===== src/deac_pkg.sv =====
// Shared constants for the data EEPROM access control block.
// Assumes both ends run on one 20 MHz instruction clock.
`default_nettype none
package deac_pkg;
    localparam int          ADDR_W        = 10;
    localparam int          DATA_W        = 8;
    localparam logic [2:0]  SEL_CTRL      = 3'h0;
    localparam logic [2:0]  SEL_KEY       = 3'h1;
    localparam logic [2:0]  SEL_LOC_LO    = 3'h2;
    localparam logic [2:0]  SEL_LOC_HI    = 3'h3;
    localparam logic [2:0]  SEL_BYTE      = 3'h4;
    localparam int          BIT_FETCH     = 0;
    localparam int          BIT_GO        = 1;
    localparam int          BIT_PERMIT    = 2;
    localparam int          BIT_ABORT     = 3;
    localparam int          BIT_ROW_ERASE = 4;
    localparam int          BIT_CFG       = 6;
    localparam int          BIT_PGM       = 7;
    localparam logic [7:0]  KEY_FIRST     = 8'h55;
    localparam logic [7:0]  KEY_SECOND    = 8'haa;
    localparam logic [7:0]  CTRL_RESET    = 8'h00;
    localparam int          CLK_HZ        = 20_000_000;
    localparam int          WRITE_TIME_US = 4;
    localparam int          WRITE_CYCLES  = (WRITE_TIME_US * (CLK_HZ / 1_000_000));
    localparam int          CNT_W         = 16;
endpackage : deac_pkg
`default_nettype wire


===== src/deac_if.sv =====
// Register access path between the CPU side and the EEPROM access control.
// Assumes a single clock shared by both ends.
`default_nettype none
interface deac_if;
    import deac_pkg::*;
    logic              wr_en;
    logic [2:0]        sel;
    logic [7:0]        wdata;
    logic [7:0]        ctrl_q;
    logic [7:0]        byte_q;
    logic              done_flag;
    logic              done_clr;
    modport device (input wr_en, sel, wdata, done_clr, output ctrl_q, byte_q, done_flag);
    modport host   (output wr_en, sel, wdata, done_clr, input ctrl_q, byte_q, done_flag);
endinterface : deac_if
`default_nettype wire


===== src/deac_device.sv =====
// EEPROM access control: control, unlock, address and data registers.
// Assumes an array model outside that reads combinationally and commits writes.
`default_nettype none
module deac_device #(
    parameter int WCYC = deac_pkg::WRITE_CYCLES
) (
    input  wire logic                    clock,
    input  wire logic                    srst,
    deac_if.device                       bus,
    input  wire logic [deac_pkg::DATA_W-1:0] array_rdata,
    output logic      [deac_pkg::ADDR_W-1:0] array_addr,
    output logic      [deac_pkg::DATA_W-1:0] array_wdata,
    output logic                         array_we,
    output logic                         array_cfg,
    output logic                         array_pgm
);
    import deac_pkg::*;
    // Refuse write times the cycle counter cannot hold
    if (WCYC < 1 || WCYC >= (1 << CNT_W)) begin : g_wcyc_check
        $error("WCYC out of range");
    end
    typedef enum logic [1:0] {DEAC_IDLE, DEAC_KEY1, DEAC_KEY2} deac_key_t;
    deac_key_t  key_reg, key_next;
    logic [7:0] ctrl_reg, ctrl_next;
    logic [7:0] lo_reg, lo_next, hi_reg, hi_next, byte_reg, byte_next;
    logic [CNT_W-1:0] cnt_reg, cnt_next;
    logic       done_reg, done_next, we_reg, we_next;
    logic       busy, wc, go_req;
    always_comb begin
        busy      = ctrl_reg[BIT_GO];
        wc        = bus.wr_en && (bus.sel == SEL_CTRL);
        key_next  = key_reg;
        ctrl_next = ctrl_reg;
        lo_next   = lo_reg;
        hi_next   = hi_reg;
        byte_next = byte_reg;
        cnt_next  = cnt_reg;
        done_next = done_reg;
        we_next   = 1'b0;
        go_req    = 1'b0;
        ctrl_next[BIT_FETCH] = 1'b0;
        if (bus.wr_en && bus.sel == SEL_KEY) begin
            if (key_reg == DEAC_IDLE && bus.wdata == KEY_FIRST) key_next = DEAC_KEY1;
            else if (key_reg == DEAC_KEY1 && bus.wdata == KEY_SECOND) key_next = DEAC_KEY2;
            else key_next = DEAC_IDLE;
        end else if (bus.wr_en && key_reg != DEAC_IDLE) begin
            key_next = DEAC_IDLE;
        end
        if (busy) begin
            if (cnt_reg == CNT_W'(WCYC - 1)) begin
                ctrl_next[BIT_GO] = 1'b0;
                we_next           = 1'b1;
                done_next         = 1'b1;
                cnt_next          = '0;
            end else begin
                cnt_next = cnt_reg + CNT_W'(1);
            end
        end else if (wc) begin
            go_req = bus.wdata[BIT_GO] && ctrl_reg[BIT_PERMIT]
                     && key_reg == DEAC_KEY2;
            ctrl_next[BIT_PGM]       = bus.wdata[BIT_PGM];
            ctrl_next[BIT_CFG]       = bus.wdata[BIT_CFG];
            ctrl_next[BIT_ROW_ERASE] = bus.wdata[BIT_ROW_ERASE];
            ctrl_next[BIT_ABORT]     = bus.wdata[BIT_ABORT];
            ctrl_next[BIT_PERMIT]    = bus.wdata[BIT_PERMIT];
            ctrl_next[BIT_GO]        = go_req;
            ctrl_next[BIT_FETCH]     = bus.wdata[BIT_FETCH] && !bus.wdata[BIT_PGM]
                                       && !go_req;
            // Byte lands at the fetch write so the next cycle can read it
            if (ctrl_next[BIT_FETCH]) begin
                byte_next = array_rdata;
            end
            key_next                 = DEAC_IDLE;
        end else if (bus.wr_en) begin
            unique case (bus.sel)
                SEL_LOC_LO: lo_next = bus.wdata;
                SEL_LOC_HI: hi_next = bus.wdata;
                SEL_BYTE:   byte_next = bus.wdata;
                default:    ;
            endcase
        end
        if (bus.done_clr && !done_next) done_next = 1'b0;
        else if (bus.done_clr && !(busy && cnt_reg == CNT_W'(WCYC - 1))) done_next = 1'b0;
    end
    always_ff @(posedge clock) begin
        if (srst) begin
            key_reg  <= DEAC_IDLE;
            ctrl_reg <= {ctrl_reg[BIT_PGM], 2'b00, ctrl_reg[BIT_ROW_ERASE],
                         ctrl_reg[BIT_GO], 3'b000};
            lo_reg   <= 8'h00;
            hi_reg   <= 8'h00;
            byte_reg <= 8'h00;
            cnt_reg  <= '0;
            done_reg <= 1'b0;
            we_reg   <= 1'b0;
        end else begin
            key_reg  <= key_next;
            ctrl_reg <= ctrl_next;
            lo_reg   <= lo_next;
            hi_reg   <= hi_next;
            byte_reg <= byte_next;
            cnt_reg  <= cnt_next;
            done_reg <= done_next;
            we_reg   <= we_next;
        end
    end
    assign bus.ctrl_q    = {ctrl_reg[7:6], 1'b0, ctrl_reg[4:0]};
    assign bus.byte_q    = byte_reg;
    assign bus.done_flag = done_reg;
    assign array_addr    = {hi_reg[ADDR_W-9:0], lo_reg};
    assign array_wdata   = byte_reg;
    assign array_we      = we_reg;
    assign array_cfg     = ctrl_reg[BIT_CFG];
    assign array_pgm     = ctrl_reg[BIT_PGM];
endmodule : deac_device
`default_nettype wire


===== src/flat_wrapper.sv =====
// flat-port wrapper written by rule: the top's interface ports become plain ports
module deac_device_flat import deac_pkg::*;
#(
    parameter int WCYC = deac_pkg::WRITE_CYCLES
)
  (clock, srst, array_rdata, array_addr, array_wdata, array_we, array_cfg, array_pgm, bus_wr_en, bus_sel, bus_wdata, bus_done_clr, bus_ctrl_q, bus_byte_q, bus_done_flag);
  deac_if bus_i ();
  input  wire logic clock;
  input  wire logic srst;
  input  wire logic [deac_pkg::DATA_W-1:0] array_rdata;
  output logic      [deac_pkg::ADDR_W-1:0] array_addr;
  output logic      [deac_pkg::DATA_W-1:0] array_wdata;
  output logic array_we;
  output logic array_cfg;
  output logic array_pgm;
  input wire logic [$bits(bus_i.wr_en)-1:0] bus_wr_en;
  input wire logic [$bits(bus_i.sel)-1:0] bus_sel;
  input wire logic [$bits(bus_i.wdata)-1:0] bus_wdata;
  input wire logic [$bits(bus_i.done_clr)-1:0] bus_done_clr;
  output wire logic [$bits(bus_i.ctrl_q)-1:0] bus_ctrl_q;
  output wire logic [$bits(bus_i.byte_q)-1:0] bus_byte_q;
  output wire logic [$bits(bus_i.done_flag)-1:0] bus_done_flag;
  assign bus_i.wr_en = bus_wr_en;
  assign bus_i.sel = bus_sel;
  assign bus_i.wdata = bus_wdata;
  assign bus_i.done_clr = bus_done_clr;
  assign bus_ctrl_q = bus_i.ctrl_q;
  assign bus_byte_q = bus_i.byte_q;
  assign bus_done_flag = bus_i.done_flag;
  deac_device #(.WCYC(WCYC)) u_core (.clock(clock), .srst(srst), .bus(bus_i), .array_rdata(array_rdata), .array_addr(array_addr), .array_wdata(array_wdata), .array_we(array_we), .array_cfg(array_cfg), .array_pgm(array_pgm));
endmodule

===== config.mk =====
export PLATFORM = sky130hd
export DESIGN_NAME = deac_device_flat
export DESIGN_NICKNAME = d
export VERILOG_FILES = /design/src/deac_pkg.sv /design/src/deac_if.sv /design/src/deac_device.sv /design/src/flat_wrapper.sv
export SDC_FILE = /design/constraint.sdc
export NUM_CORES = 1
export LEC_CHECK = 0
export BUFFER_PORTS_ARGS = -buffer_cell sky130_fd_sc_hd__buf_2
export CORE_MARGIN = 1
export CORE_UTILIZATION = 40
export DETAILED_ROUTE_END_ITERATION = 7
export PLACE_DENSITY = 0.63
export SKIP_CTS_REPAIR_TIMING = 1
export SLEW_MARGIN = 20
export SYNTH_ARGS = -nofsm -noshare
export SYNTH_HDL_FRONTEND = slang
export SYNTH_SLANG_ARGS = --single-unit

===== constraint.sdc =====
create_clock -name clock -period 1.7 [get_ports clock]
set_input_delay 0.17 -clock clock [delete_from_list [all_inputs] [get_ports clock]]
set_output_delay 0.17 -clock clock [all_outputs]
set_load 0.03 [all_outputs]

==> impl_metrics.env, run 1 <==
export IMPL_finalMaxSlewViolations=0
export IMPL_gp_congestion=0.789
export IMPL_async_reset_ff_frac=0
export IMPL_criticalPathCategory="reg -> reg"
export IMPL_leakagePower_nw=1.10
export IMPL_fillers=522
export IMPL_dieArea_mm2=0.00569
export IMPL_p_total_mw=2.09
export IMPL_synth_cell_type_count=40
export IMPL_final_antenna_net_count=0
export IMPL_n_antenna_cell=0
export IMPL_io_buffers=59
export IMPL_numCtsBuffers=5
export IMPL_syn_to_final_growth_pct=19.5
export IMPL_finClkSkew_ns=0.00476
export IMPL_worstMarginPinSlew_ns=0.536
export IMPL_relSlewSlack=0.642
export IMPL_synth_commonest_cells="42 x dfxtp_1, 33 x nor2_1, 21 x mux2i_1"
export IMPL_root_buffer="clkbuf_8"
export IMPL_synth_edf_count=3
export IMPL_drc_errors=0
export IMPL_fin_ws_ns=0.180
export IMPL_die_y_um=75.4
export IMPL_drv_cap=0
export IMPL_clkTransAtPathRegs_ns=0.09
export IMPL_synthFlopType="dfxtp_1"
export IMPL_status="finished clean"
export IMPL_seq_area_frac_synth=0.432
export IMPL_synth_nets=246
export IMPL_firstDrtPassIters=4
export IMPL_r2r_cells=4
export IMPL_finalCritPeriodShare=0.894
export IMPL_dp_hpwl_um=3490
export IMPL_core_area_mm2=0.00514
export IMPL_netlist_top_cells_area="dfxtp_1 39%, mux2i_1 9.8%, nor2_1 5.7%"
export IMPL_seq_area_um2=931
export IMPL_worstHoldPathCells=1
export IMPL_irDropWorstVdd_mv=0.393
export IMPL_synth_seq_cells=45
export IMPL_ys_warn_count=0
export IMPL_num_vias=1728
export IMPL_syn_area_per_cell_um2=9.71
export IMPL_endpoint_kind="flip-flop"
export IMPL_start_util=0.419
export IMPL_hp_class="in -> reg"
export IMPL_fin_nets=299
export IMPL_finalHoldViolCount=0
export IMPL_clockBufferDepth=2
export IMPL_die_x_um=75.4
export IMPL_place_ws_ns=0.199
export IMPL_clk_latency_ns=0.31
export IMPL_synth_top_area_frac=0.390
export IMPL_routed_wl_um=4660
export IMPL_cts_tree="done"
export IMPL_grt_usage=0.174
export IMPL_antenna_found_initial=0
export IMPL_start_kind="flip-flop"
export IMPL_grt_max_degree=22
export IMPL_finalCriticalPeriod_ns=1.52
export IMPL_yosys_area_top_type="dfxtp_1"
export IMPL_post_drt_wl_per_cell_um=13.5
export IMPL_synthCells=222
export IMPL_crit_fanout=16
export IMPL_synth_area_mm2=0.00216
export IMPL_finalSetupViolCount=0
export IMPL_cp_arrival_ns=1.73
export IMPL_clock_sinks=45
export IMPL_drive_gt1_frac=0.319
export IMPL_initialDrtViolationCount=60
export IMPL_multi_input_comb_area_mm2=0.00106
export IMPL_gr_total_overflow=0
export IMPL_power_density_mw_per_mm2=811
export IMPL_required_ns=1.91
export IMPL_rsz0062_at_grt="false"
export IMPL_vias_per_cell=4.99
export IMPL_tns_ns=0
export IMPL_grt_pass1_vias=1560
export IMPL_io_pins=61
export IMPL_grt_first_pass_wirelength_um=7420
export IMPL_cts_htree_levels=2
export IMPL_utilization=0.501
export IMPL_synthMostInstantiatedCell="dfxtp_1"
export IMPL_num_rows=26
export IMPL_max_freq_mhz=658
export IMPL_largest_reg_flops=16
## where the power goes
group	internal, mW	total (mW)	switching [mW]
logic	0.0785	0.220	0.141
clock network	0.381	0.780	0.399
registers	1.08	1.09	0.00958
## cells in the final DEF (no fill, tap or decap), types with 2 or more instances in the layout
master    netlist  layout
buf_2           2      59
dfxtp_1        42      42
nor2_1         33      33
mux2i_1        21      21
xnor2_1        11      11
nand2_1         9       9
a21oi_1         9       9
buf_4          15       8
nand2b_1        6       6
nand4_1         6       6
a311oi_1        6       6
nand3_1         5       5
nor4_1          5       5
clkbuf_8        0       5
nand4b_1        4       4
inv_1           4       4
nor3_1          4       4
nand4_2         3       3
xor2_1          3       3
edfxtp_1        3       3
o21ai_0         2       2
nor4b_2         2       2
nor4bb_1        2       2
and2b_1         2       2
a21oi_2         2       2
a311oi_2        2       2
nor4_2          2       2
## worst paths after layout
| kind | startpoint | end | slack [ns] |
|---|---|---|---|
| max | u_core.key_reg[0] | u_core.array_wdata[1] | 0.18 |
| min | bus_wdata[7] | u_core.ctrl_reg[7] | 0.1 |
| max reg2reg | u_core.key_reg[0] | u_core.array_wdata[1] | 0.18 |
| min reg2reg | u_core.bus.done_flag | u_core.bus.done_flag | 0.48 |
## cell families (layout without fill, tap and decap cells)
logic type,Yosys count,count (layout),share of synthesized area
and+or+nand+nor,90,90,0.246
DFF,45,45,0.432
buffers and inverters,26,80,0.0778
AOI/OAI and AO/OA,24,24,0.0824
muxes,21,21,0.0975
xor gates and xnor gates,14,14,0.0569
adders and majority gates,1,1,0.00580
other,1,1,0.00174
## routing by layer
layer,vias up,GRT usage,wire [um]
met5,-,0,0
met4,0,0.0700,91
met3,7,0.0423,161
met2,36,0.261,2070
met1,804,0.242,2330
li1,881,-,-
## per-stage QoR
| step | hold WS (ns) | instances | area (um^2) |
|---|---|---|---|
| after global routing | 0.0866 | 346 | 2580 |
| after detailed placement | 0.417 | 338 | 2470 |
| final | 0.0957 | 346 | 2580 |
| after global placement | 0.414 | 338 | 2470 |
| after floorplan | 0.269 | 222 | 2160 |
| after CTS | 0.0906 | 346 | 2580 |
## worst max-delay path: stages (launching register included)
cell and delay (ns):
dfxtp_1 0.36, nand4b_1 0.17, a21o_1 0.49, a21oi_1 0.14, a311oi_1 0.27
## area by class of cell
class                      count  area share
sequential                    45       0.361
timing repair buffer          68       0.146
multi-input combinational    151       0.410
clock buffer                   6      0.0364
tap                           70      0.0340
inverter                       4     0.00583
clock inverter                 2     0.00631
(Power assumes the default switching activity.)
==> inputs of run 2 (changes only) <==
--- a/config.mk
+++ b/config.mk
@@ -7,9 +7,9 @@
 export LEC_CHECK = 0
 export BUFFER_PORTS_ARGS = -buffer_cell sky130_fd_sc_hd__buf_2
 export CORE_MARGIN = 1
-export CORE_UTILIZATION = 40
+export CORE_UTILIZATION = 51
 export DETAILED_ROUTE_END_ITERATION = 7
-export PLACE_DENSITY = 0.63
+export PLACE_DENSITY = 0.77
 export SKIP_CTS_REPAIR_TIMING = 1
 export SLEW_MARGIN = 20
 export SYNTH_ARGS = -nofsm -noshare
==> run 2 against run 1 <==
  * Power is 7.3% lower
  * Critical path type unchanged
  * Sequential power about the same
  * Utilization is 12 points higher
==> impl_metrics.env, run 2 (same netlist as run 1, synthesis figures left out) <==
export IMPL_drv_cap=0
export IMPL_dp_hpwl_um=3490
export IMPL_initialDrtViolationCount=98
export IMPL_dieArea_mm2=0.00449
export IMPL_p_clk_frac=0.325
export IMPL_switchingPower_mw=0.497
export IMPL_finalCritPeriodShare=0.913
export IMPL_criticalPathCategory="reg -> reg"
export IMPL_tns_ns=0
export IMPL_whs_endpoint="u_core.ctrl_reg[4]"
export IMPL_required_ns=1.89
export IMPL_p_seq_frac=0.562
export IMPL_core_area_mm2=0.00403
export IMPL_finalCriticalPeriod_ns=1.55
export IMPL_fillers=365
export IMPL_n_antenna_cell=0
export IMPL_syn_to_final_growth_pct=16.2
export IMPL_worstPathCellList="ha_1 > nand4_4 > nor4_1 > xnor2_1 > nor2_1"
export IMPL_start_kind="flip-flop"
export IMPL_status="finished clean"
export IMPL_worstMarginPinSlew_ns=0.564
export IMPL_final_cell_mix="59 x buf_2, 42 x dfxtp_1, 33 x nor2_1"
export IMPL_p_comb_frac=0.113
export IMPL_multi_input_comb_area_mm2=0.00107
export IMPL_cp_arrival_ns=1.74
export IMPL_relSlewSlack=0.624
export IMPL_finalMaxSlewViolations=0
export IMPL_clockBufferDepth=2
export IMPL_r2r_cells=5
export IMPL_utilization=0.622
export IMPL_p_total_mw=1.94
export IMPL_root_buffer="clkbuf_8"
export IMPL_numCtsBuffers=5
export IMPL_die_x_um=67.0
export IMPL_max_freq_mhz=644
export IMPL_r2r_end="u_core.cnt_reg[14]"
export IMPL_crit_buf_inv=0
export IMPL_largest_reg_flops=16
export IMPL_grt_usage=0.232
export IMPL_post_drt_wl_per_cell_um=14.5
export IMPL_crit_fanout=7
export IMPL_hold_slack_ns=0.107
export IMPL_firstDrtPassIters=4
export IMPL_reg2reg_slack_ns=0.15
export IMPL_num_rows=23
export IMPL_min_from="bus_wdata[4]"
export IMPL_seq_area_um2=931
export IMPL_grt_first_pass_wirelength_um=7800
export IMPL_cts_htree_levels=2
export IMPL_grt_pass1_vias=1651
export IMPL_clkTransAtPathRegs_ns=0.08
export IMPL_die_y_um=67.0
export IMPL_gr_total_overflow=0
export IMPL_hp_class="in -> reg"
export IMPL_critPathTopFamily="simple AND/OR/NAND/NOR gates"
export IMPL_vias_per_cell=5.52
export IMPL_power_density_mw_per_mm2=774
export IMPL_final_common_cell="buf_2"
export IMPL_io_pins=61
export IMPL_r2r_start="u_core.cnt_reg[0]"
export IMPL_leakagePower_nw=1.09
export IMPL_drc_errors=0
export IMPL_io_buffers=59
export IMPL_clk_latency_ns=0.29
export IMPL_endpoint_kind="flip-flop"
export IMPL_finalHoldViolCount=0
export IMPL_clock_sinks=45
export IMPL_rsz0062_at_grt="false"
export IMPL_drive_gt1_frac=0.310
export IMPL_antenna_found_initial=0
export IMPL_worstHoldPathCells=1
export IMPL_start_util=0.535
export IMPL_grt_max_degree=34
export IMPL_cts_tree="done"
export IMPL_fin_nets=297
export IMPL_critPathMaxStageDelay_ns=0.41
export IMPL_routed_wl_um=4700
export IMPL_final_antenna_net_count=0
export IMPL_slowest_stage="dfxtp_1"
export IMPL_finalSetupViolCount=0
export IMPL_finClkSkew_ns=0.00577
export IMPL_p_sw_frac=0.257
export IMPL_irDropWorstVdd_mv=0.593
export IMPL_num_vias=1789
export IMPL_gp_congestion=0.857
export IMPL_p_int_mw=1.44
==> run 2: power by group through the flow <==
stage / clock network, mW / logic [mW] / registers [mW]
4_1_cts: 0.648 / 0.218 / 1.09
5_1_grt: 0.697 / 0.236 / 1.09
2_1_floorplan: 0 / 0.120 / 1.15
3_5_place_dp: 0 / 0.217 / 1.11
3_3_place_gp: 0 / 0.214 / 1.11
6_report: 0.630 / 0.218 / 1.09
==> run 2: how the worst max path moves through the flow <==
| stage | slack [ns] | to | startpoint | cells after the start |
|---|---|---|---|---|
| final | 0.15 | u_core.cnt_reg[14] | u_core.cnt_reg[0] | 5 |
| after global routing | 0.0003 | u_core.array_wdata[2] | u_core.key_reg[0] | 4 |
| after CTS | 0.11 | u_core.cnt_reg[14] | u_core.cnt_reg[0] | 5 |
| after detailed placement | 0.13 | u_core.cnt_reg[14] | u_core.cnt_reg[0] | 5 |
| after global placement | 0.22 | u_core.cnt_reg[14] | u_core.cnt_reg[0] | 5 |
| after floorplan | 0.13 | u_core.cnt_reg[0] | u_core.ctrl_reg[1] | 5 |
==> run 2: layout make-up <==
class                   count  share of cell area
clock buffers               6              0.0290
clock inverters             2             0.00400
inverters                   4             0.00599
multi-input cells         151               0.426
flip-flops and latches     45               0.372
well taps                  50              0.0250
repair buffers             66               0.139
==> run 2: worst register-to-register path, cell delays in order, from the launching register on <==
cell and delay, ns:
dfxtp_1 0.41, ha_1 0.26, nand4_4 0.17, nor4_1 0.40, xnor2_1 0.16, nor2_1 0.05
==> run 2: layer usage <==
layer	vias to the layer above	global-route usage	wire (um)
li1	877	-	-
met1	847	0.320	2220
met2	61	0.361	2210
met3	4	0.0514	214
met4	0	0.0638	54
met5	-	0	0
==> run 2: metrics by stage <==
step / instances / worst slack, ns / cell area (um^2)
after floorplan: 222 / 0.131 / 2160
final: 324 / 0.148 / 2500
after detailed placement: 316 / 0.126 / 2410
after global placement: 316 / 0.222 / 2410
after global routing: 324 / 0.000336 / 2500
after CTS: 324 / 0.113 / 2500
